==> src/logic/pic_params.svh <==
// Register offsets, field positions, reset values and widths for the input path config
`ifndef PIC_PARAMS_SVH
`define PIC_PARAMS_SVH

`define PIC_ADDR_W 8
`define PIC_DATA_W 8
`define PIC_DIV_W 16

// ----------------------------------------
// Register offsets
// ----------------------------------------
`define PIC_OFS_PATH_CTRL 8'h1b
`define PIC_OFS_MISC_CTRL 8'h1c

// ----------------------------------------
// Reset values
// ----------------------------------------
`define PIC_RST_PATH_CTRL 8'h00
`define PIC_RST_MISC_CTRL 8'h00

// ----------------------------------------
// Path control fields
// ----------------------------------------
`define PIC_B_TEST_BYPASS 7
`define PIC_B_FB_BYPASS 6
`define PIC_B_ZD_INTERNAL 5
`define PIC_B_FB_FROM_OSC 4
`define PIC_B_ZD_PIN_SEL 3
`define PIC_B_ZD_DIFF 2
`define PIC_B_SEC_PIN_SEL 1
`define PIC_B_PRI_PIN_SEL 0

// ----------------------------------------
// Misc control fields
// ----------------------------------------
`define PIC_B_SEC_INDEP 7
`define PIC_B_TUNE_MID 6
`define PIC_B_RESERVED 5
`define PIC_B_MODE_HI 4
`define PIC_B_MODE_LO 2
`define PIC_B_SEC_BYPASS 1
`define PIC_B_PRI_BYPASS 0

// Divide-by-one word loaded while a divider is bypassed
`define PIC_DIV_ONE 16'h0001
`define PIC_BYTE_ZERO 8'h00

`endif

==> src/logic/pic_pkg.sv <==
// Types shared by the input path config modules
`default_nettype none
`include "pic_params.svh"

package pic_pkg;

	typedef enum logic [0:0] {
		PIC_ON_PRIMARY = 1'b0,
		PIC_ON_SECONDARY = 1'b1
	} pic_ref_state_t;

	typedef enum logic [2:0] {
		PIC_MODE_NONREVERT = 3'b000,
		PIC_MODE_REVERT = 3'b001,
		PIC_MODE_FORCE_PRI = 3'b010,
		PIC_MODE_FORCE_SEC = 3'b011
	} pic_sel_mode_t;

	typedef struct packed {
		pic_ref_state_t state;
	} pic_sel_regs_t;

	typedef struct packed {
		logic [`PIC_DATA_W-1:0] path_ctrl;
		logic [`PIC_DATA_W-1:0] misc_ctrl;
		logic [`PIC_DATA_W-1:0] rdata;
		logic rvalid;
		logic [`PIC_DIV_W-1:0] test_div;
		logic [`PIC_DIV_W-1:0] fb_div;
		logic [`PIC_DIV_W-1:0] pri_div;
		logic [`PIC_DIV_W-1:0] sec_div;
		logic fb_from_osc;
		logic zd_rx_en;
		logic zd_internal;
		logic zd_diff;
		logic zd_pin_sel;
		logic pri_pin_sel;
		logic sec_pin_sel;
		logic tune_mid;
		logic tune_hiz;
	} pic_regs_t;

endpackage

`default_nettype wire

==> src/logic/pic_ref_select.sv <==
// Reference selection between primary and secondary inputs
`default_nettype none
`include "pic_params.svh"

module pic_ref_select
	import pic_pkg::*;
(
	// Clock and reset
	input wire logic sys_clk_in,
	input wire logic rst_n_in,
	// Control
	input wire logic [2:0] mode_in,
	input wire logic ref_sel_pin_in,
	input wire logic primary_lost_in,
	input wire logic secondary_lost_in,
	// Status
	output logic on_secondary_out
);

	pic_sel_regs_t r;
	pic_sel_regs_t next_r;

	always_comb begin
		next_r = r;
		if (mode_in[2]) begin
			// Pin picks the reference directly
			next_r.state = ref_sel_pin_in ? PIC_ON_SECONDARY : PIC_ON_PRIMARY;
		end else begin
			case (mode_in)
				PIC_MODE_FORCE_PRI: next_r.state = PIC_ON_PRIMARY;
				PIC_MODE_FORCE_SEC: next_r.state = PIC_ON_SECONDARY;
				PIC_MODE_NONREVERT, PIC_MODE_REVERT: begin
					if (r.state == PIC_ON_PRIMARY) begin
						if (primary_lost_in && !secondary_lost_in) begin
							next_r.state = PIC_ON_SECONDARY;
						end
					end else if (mode_in == PIC_MODE_REVERT && !primary_lost_in) begin
						// Revert once primary is healthy; nonrevertive stays
						next_r.state = PIC_ON_PRIMARY;
					end else if (secondary_lost_in && !primary_lost_in) begin
						// In mode 000, leaving a dead secondary is the only way back here
						next_r.state = PIC_ON_PRIMARY;
					end
				end
				default: next_r.state = r.state;
			endcase
		end
	end

	always_ff @(posedge sys_clk_in or negedge rst_n_in) begin
		if (!rst_n_in) begin
			r <= '{state: PIC_ON_PRIMARY};
		end else begin
			r <= next_r;
		end
	end

	assign on_secondary_out = (r.state == PIC_ON_SECONDARY);

endmodule

`default_nettype wire

==> src/logic/pic_input_path.sv <==
// Input loop reference and feedback path configuration registers
//
// Functional notes
// Bypass bit forces test or feedback divider to divide by one.
// Zero-delay mode bit only counts while feedback source bit is zero.
// Internal zero-delay powers down receiver, uses channel 0 internal path.
// Feedback source bit one uses oscillator input; zero enables zero delay.
// Zero-delay receiver differential when bit 2 set, else single-ended.
// Single-ended zero-delay receiver: bit 3 chooses the enabled pin.
// Single-ended secondary receiver: bit 1 chooses the enabled pin.
// Single-ended primary receiver: bit 0 chooses the enabled pin.
// Independent bit set: secondary divider uses its own divide word.
// Independent bit clear: secondary divider copies primary's word.
// Tune-midsupply bit set and clock failure force tune output midsupply.
// Tune-midsupply bit clear: tune output follows tristated charge pump.
// Selection mode field resets to 000, automatic nonrevertive.
// Mode top bit set: selection pin picks primary low, secondary high.
// Mode 000 stays on secondary; mode 001 reverts to primary.
// Software writes reserved bit 5 as zero, ignores its read value.
`default_nettype none
`include "pic_params.svh"

module pic_input_path
	import pic_pkg::*;
(
	// Clock and reset
	input wire logic sys_clk_in,
	input wire logic rst_n_in,
	// Register port
	input wire logic [`PIC_ADDR_W-1:0] reg_addr_in,
	input wire logic [`PIC_DATA_W-1:0] reg_wdata_in,
	input wire logic reg_wr_in,
	input wire logic reg_rd_in,
	output logic [`PIC_DATA_W-1:0] reg_rdata_out,
	output logic reg_rvalid_out,
	// Divider words from neighbouring registers
	input wire logic [`PIC_DIV_W-1:0] test_ref_div_word_in,
	input wire logic [`PIC_DIV_W-1:0] feedback_div_word_in,
	input wire logic [`PIC_DIV_W-1:0] primary_ref_div_word_in,
	input wire logic [`PIC_DIV_W-1:0] secondary_ref_div_word_in,
	// Receiver mode settings held elsewhere
	input wire logic primary_ref_input_diff_in,
	input wire logic secondary_ref_input_diff_in,
	// Clock health and selection pin
	input wire logic clock_fail_in,
	input wire logic primary_ref_lost_in,
	input wire logic secondary_ref_lost_in,
	input wire logic ref_sel_pin_in,
	// Effective divide words
	output logic [`PIC_DIV_W-1:0] test_ref_div_out,
	output logic [`PIC_DIV_W-1:0] feedback_div_out,
	output logic [`PIC_DIV_W-1:0] primary_ref_div_out,
	output logic [`PIC_DIV_W-1:0] secondary_ref_div_out,
	// Feedback path steering
	output logic feedback_from_oscillator_input_out,
	output logic zero_delay_feedback_input_rx_en_out,
	output logic zero_delay_internal_path_out,
	// Receiver modes
	output logic zero_delay_feedback_input_diff_out,
	output logic zero_delay_feedback_input_pin_sel_out,
	output logic primary_reference_input_pin_sel_out,
	output logic secondary_reference_input_pin_sel_out,
	// Oscillator tune output control
	output logic oscillator_tune_output_mid_out,
	output logic oscillator_tune_output_hiz_out,
	// Reference selection
	output logic secondary_ref_active_out
);

	// ----------------------------------------
	// Helpers
	// ----------------------------------------
	function automatic logic [`PIC_DIV_W-1:0] eff_div(input logic [`PIC_DIV_W-1:0] word,
		input logic bypass);
		eff_div = bypass ? `PIC_DIV_ONE : word;
	endfunction

	// Address decode shared by the write and read sides
	function automatic logic hits(input logic [`PIC_ADDR_W-1:0] addr,
		input logic [`PIC_ADDR_W-1:0] offset);
		hits = (addr == offset);
	endfunction

	// A pin choice only exists while the receiver is single-ended
	function automatic logic se_pin(input logic diff, input logic sel);
		se_pin = !diff && sel;
	endfunction

	// ----------------------------------------
	// State
	// ----------------------------------------
	pic_regs_t r;
	pic_regs_t next_r;
	logic [`PIC_DIV_W-1:0] sec_word;
	logic zd_path_sel;

	always_comb begin
		next_r = r;
		next_r.rvalid = 1'b0;
		sec_word = primary_ref_div_word_in;
		zd_path_sel = 1'b0;

		// ----------------------------------------
		// Register writes
		// ----------------------------------------
		// The reserved bit is dropped so it always reads zero
		if (reg_wr_in) begin
			if (hits(reg_addr_in, `PIC_OFS_PATH_CTRL)) begin
				next_r.path_ctrl = reg_wdata_in;
			end else if (hits(reg_addr_in, `PIC_OFS_MISC_CTRL)) begin
				next_r.misc_ctrl = reg_wdata_in;
				next_r.misc_ctrl[`PIC_B_RESERVED] = 1'b0;
			end
		end

		// ----------------------------------------
		// Register reads
		// ----------------------------------------
		// A read beside a write in one cycle returns the old value
		if (reg_rd_in) begin
			next_r.rvalid = 1'b1;
			if (hits(reg_addr_in, `PIC_OFS_PATH_CTRL)) begin
				next_r.rdata = r.path_ctrl;
			end else if (hits(reg_addr_in, `PIC_OFS_MISC_CTRL)) begin
				next_r.rdata = r.misc_ctrl;
			end else begin
				// Unmapped offsets read as zero
				next_r.rdata = `PIC_BYTE_ZERO;
			end
		end

		// ----------------------------------------
		// Divider words
		// ----------------------------------------
		// A bypassed divider is handed a divide word of one
		next_r.test_div = eff_div(test_ref_div_word_in, r.path_ctrl[`PIC_B_TEST_BYPASS]);
		next_r.fb_div = eff_div(feedback_div_word_in, r.path_ctrl[`PIC_B_FB_BYPASS]);
		next_r.pri_div = eff_div(primary_ref_div_word_in, r.misc_ctrl[`PIC_B_PRI_BYPASS]);
		// Tied mode only stays locked with equal input frequencies
		sec_word = r.misc_ctrl[`PIC_B_SEC_INDEP] ? secondary_ref_div_word_in
			: primary_ref_div_word_in;
		next_r.sec_div = eff_div(sec_word, r.misc_ctrl[`PIC_B_SEC_BYPASS]);

		// ----------------------------------------
		// Feedback path
		// ----------------------------------------
		// Exactly one of the three feedback outputs is high from the first clock after reset
		next_r.fb_from_osc = r.path_ctrl[`PIC_B_FB_FROM_OSC];
		// Zero-delay mode bit is ignored while oscillator feedback is chosen
		zd_path_sel = !r.path_ctrl[`PIC_B_FB_FROM_OSC];
		next_r.zd_rx_en = zd_path_sel && !r.path_ctrl[`PIC_B_ZD_INTERNAL];
		next_r.zd_internal = zd_path_sel && r.path_ctrl[`PIC_B_ZD_INTERNAL];

		// ----------------------------------------
		// Receiver pins
		// ----------------------------------------
		next_r.zd_diff = r.path_ctrl[`PIC_B_ZD_DIFF];
		// Reference receiver modes are held in a neighbouring register
		next_r.zd_pin_sel = se_pin(r.path_ctrl[`PIC_B_ZD_DIFF],
			r.path_ctrl[`PIC_B_ZD_PIN_SEL]);
		next_r.sec_pin_sel = se_pin(secondary_ref_input_diff_in,
			r.path_ctrl[`PIC_B_SEC_PIN_SEL]);
		next_r.pri_pin_sel = se_pin(primary_ref_input_diff_in,
			r.path_ctrl[`PIC_B_PRI_PIN_SEL]);

		// ----------------------------------------
		// Oscillator tune output
		// ----------------------------------------
		// On clock failure without the midsupply bit the pump is left high impedance
		next_r.tune_mid = clock_fail_in && r.misc_ctrl[`PIC_B_TUNE_MID];
		next_r.tune_hiz = clock_fail_in && !r.misc_ctrl[`PIC_B_TUNE_MID];
	end

	// ----------------------------------------
	// Registers
	// ----------------------------------------
	// Reset loads constants only, so the clear stays glitch free
	always_ff @(posedge sys_clk_in or negedge rst_n_in) begin
		if (!rst_n_in) begin
			r <= '0;
			r.path_ctrl <= `PIC_RST_PATH_CTRL;
			r.misc_ctrl <= `PIC_RST_MISC_CTRL;
		end else begin
			r <= next_r;
		end
	end

	// ----------------------------------------
	// Reference selection
	// ----------------------------------------
	pic_ref_select u_ref_select (
		.sys_clk_in(sys_clk_in),
		.rst_n_in(rst_n_in),
		.mode_in(r.misc_ctrl[`PIC_B_MODE_HI:`PIC_B_MODE_LO]),
		.ref_sel_pin_in(ref_sel_pin_in),
		.primary_lost_in(primary_ref_lost_in),
		.secondary_lost_in(secondary_ref_lost_in),
		.on_secondary_out(secondary_ref_active_out)
	);

	// ----------------------------------------
	// Outputs
	// ----------------------------------------
	// Every output is a register bit, so no decode reaches a pin
	assign reg_rdata_out = r.rdata;
	assign reg_rvalid_out = r.rvalid;
	assign test_ref_div_out = r.test_div;
	assign feedback_div_out = r.fb_div;
	assign primary_ref_div_out = r.pri_div;
	assign secondary_ref_div_out = r.sec_div;
	assign feedback_from_oscillator_input_out = r.fb_from_osc;
	assign zero_delay_feedback_input_rx_en_out = r.zd_rx_en;
	assign zero_delay_internal_path_out = r.zd_internal;
	assign zero_delay_feedback_input_diff_out = r.zd_diff;
	assign zero_delay_feedback_input_pin_sel_out = r.zd_pin_sel;
	assign primary_reference_input_pin_sel_out = r.pri_pin_sel;
	assign secondary_reference_input_pin_sel_out = r.sec_pin_sel;
	assign oscillator_tune_output_mid_out = r.tune_mid;
	assign oscillator_tune_output_hiz_out = r.tune_hiz;

endmodule

`default_nettype wire

==> config.mk <==
export PLATFORM = sky130hd
export DESIGN_NAME = pic_input_path
export DESIGN_NICKNAME = d
export VERILOG_FILES = /design/src/logic/pic_pkg.sv /design/src/logic/pic_ref_select.sv /design/src/logic/pic_input_path.sv
export VERILOG_INCLUDE_DIRS = /design/src /design/src/logic
export SDC_FILE = /design/constraint.sdc
export NUM_CORES = 1
export LEC_CHECK = 0
export BUFFER_PORTS_ARGS = -buffer_cell sky130_fd_sc_hd__buf_2
export CORE_ASPECT_RATIO = 0.6
export CORE_MARGIN = 3
export CORE_UTILIZATION = 45
export CTS_CLUSTER_SIZE = 24
export DETAILED_ROUTE_END_ITERATION = 10
export PLACE_DENSITY = 0.76
export SLEW_MARGIN = 40
export SYNTH_ARGS = -nofsm -noshare
export SYNTH_HDL_FRONTEND = slang
export SYNTH_HIERARCHICAL = 1
export SYNTH_SLANG_ARGS = --single-unit
==> constraint.sdc <==
create_clock -name sys_clk_in -period 1.4 [get_ports sys_clk_in]
set_input_delay 0.07 -clock sys_clk_in [delete_from_list [all_inputs] [get_ports sys_clk_in]]
set_output_delay 0.07 -clock sys_clk_in [all_outputs]
set_load 0.05 [all_outputs]
==> metrics.txt <==
minimum clock period=1102 ps; WL/cell=15.29 um; Crit Path Max Fanout=18; Ports=173; yosys warns=6; Area growth, synth to finish=39.24%; die height=79.40 um; busiest grt layer=met2; Clock Latency Late Sink=340 ps; FFs w/ async S/R, synth=100.0%; RSZ-0062 raised after global routing=false; Setup Buffers After CTS=0; Longest Clk Path Bufs=2; DR iter-0 viols=104; Fin Setup TNS=0 ps; Clk pin slew, worst setup/hold paths=60 ps; routability congestion estimate=0.8128; clock sink count=98; status=completed; post-synthesis xor/xnor area fraction=0%; initial antenna violation count=0; mux share of post-synthesis cell area=7.897%; Synth Area in Simple Gates=13.16%; CP max stage cell=dfrtp_1; layout cell share with drive strength beyond 1=42.55%; final core occ=65.25%; nets@finish=595; ANT nets after route=0; CTS tree=built; FF/Latch Area=0.002452 mm2; final setup fails=0; port buffer count=172; pins over their slew limit=0; Die Wd=128.3 um; cts bufs inserted=9; # resized after CTS=0; Worst path top cell family by delay=flip-flops; via count=2,823; fillers=647; post-synthesis register bit count=98; Worst-Margin Slew=636.8 ps; Cell Pwr Density=1193 mW/mm2; Initial Util=46.87%; gr ovfl total=0; largest family of logic cells by synthesized area=buffers and inverters; Adder-Cell Fraction of Synth Area=0%; Bufs and invs on worst path=0; n_diodes=0; crit path cell chain=a22oi_1, o22ai_1; cell leakage power=2.786 nW; met2 usage=33.13%; synth unique cells=28; register area share after synthesis=60.70%; min-delay worst type=in -> reg; maximum clock rate=0.9072 GHz; H-Tree Level Count=3; Via density=4.539; Pre-antenna DRT Iters=4; final hold violation count=0; CP Capture Type=flop; root buf cell=clkbuf_16; Synth Area in Compound Gates=3.035%; Slew HR=57.55%; routing usage on met3=6.751%; Tcrit/Tclk final=78.74%; number of global-route vias before repair=3,016; max cap viols=0; Peak VDD IR=0.7706 mV; Die Area=0.01019 mm2; GR met1 Demand/Resource=23.72%; dpl hpwl=6204 um; clock skew after layout=6.787 ps; GRT Util Overall=19.36%; Rows=26; Post-Syn Area=0.004040 mm2; syn nets=410; Critical Path AT=1360 ps; Critical Path Max Stage Delay=750 ps; Mapped Cells=320; Core ar.=0.008621 mm2; crit path kind=reg -> reg; first-pass GRT wire length=15,060 um; largest net degree at the start of global routing=99; Post-synth EDFFs=0; syn avg cell area=12.63 um2; Critical Path Start Type=flop; top_reg_cell synth=dfrtp_1; worst path required time=1660 ps; CTS Hold Bufs=77; routed wire length=9510 um; multi-input logic area=973.4 um2; DRC violations left=0
## state kept, by name (all words and copies together) (netlist names), 2 cells and up
| register | cells |
|---|---|
| primary_ref_div_out | 16 |
| test_ref_div_out | 16 |
| next_r | 2 |
| secondary_ref_div_out | 16 |
| r | 13 |
| feedback_div_out | 16 |
| reg_rdata_out | 8 |
## through the flow
stage	instance area, um2	hold WS (ps)	total power [mW]	setup WS (ps)	cells
global placement	4529	157.9	4.011	251.0	529
floorplan	4040	-225.6	3.798	237.0	320
detailed placement	4529	168.5	4.030	232.5	529
finish	5625	25.41	6.712	297.7	622
global route	5625	30.03	7.000	200.2	622
CTS	5625	2.437	6.795	298.0	622
## cells in the mapped netlist (2+ instances only)
cell | instances | area share [%]
dfrtp_1 | 98 | 61
inv_1 | 8 | 0.74
nor2b_1 | 52 | 8.1
mux2i_1 | 15 | 3.7
nor2_1 | 17 | 1.6
clkbuf_1 | 5 | 0.46
or2_2 | 3 | 0.46
buf_4 | 72 | 13
nand3_4 | 2 | 0.87
buf_2 | 2 | 0.25
nand2_1 | 2 | 0.19
a22oi_1 | 7 | 1.3
mux2_2 | 15 | 4.2
o22ai_1 | 8 | 1.2
## cells by family after synthesis
kind of cell    Yosys count
flops                    98
buf+inv                  89
simple gates             85
mux                      30
compound gates           18
## layout by cell type (no fill, tap or decap), types with 3 or more instances in the layout
master and count:
a22oi_1 7, nor2b_1 52, dfrtp_1 98, buf_2 171, nor2_1 17, clkbuf_8 4, dlygate4sd3_1 77, clkbuf_16 9
mux2_2 15, o22ai_1 8, buf_4 5, or2_2 3, inv_1 8, mux2i_1 15
## worst reg2reg max path, delay by kind of cell (launching register included)
kind / cells / cell delay [ps]
DFF: 1 / 750
AOI/OAI and AO/OA: 2 / 270
## power breakdown
group,total (mW),switching [mW],internal (mW)
Clock,2.57,0.992,1.58
Combinational,1.11,0.686,0.426
Sequential,3.03,0.0669,2.96
## routing by layer
| layer | up-vias | share of wire (%) |
|---|---|---|
| met5 | - | 0 |
| li1 | 1332 | - |
| met3 | 8 | 8.6 |
| met4 | 0 | 0.64 |
| met1 | 1367 | 41 |
| met2 | 116 | 50 |
## final timing paths
check                                              from                                 end  slack, ps  depth (start not counted)
min in group asynchronous                      rst_n_in                 test_ref_div_out[3]        290                          3
hold / removal             secondary_ref_div_word_in[8]            secondary_ref_div_out[8]         30                          3
setup reg to reg                                  r[83]                    reg_rdata_out[1]        300                          2
setup / recovery                                  r[83]                    reg_rdata_out[1]        300                          2
max in group asynchronous                      rst_n_in                test_ref_div_out[14]        670                          3
hold reg to reg                               next_r[5]  zero_delay_feedback_input_diff_out        450                          0
## layout make-up
cell class	count	share of cell area, %
multi-input cells	133	17.30
clock buffers	13	4.982
well taps	112	2.491
repair buffers	255	30.29
inverters	8	0.5338
flip-flops and latches	98	43.59
clock inverters	3	0.8007
No activity file was read; power rests on OpenSTA's default activity.
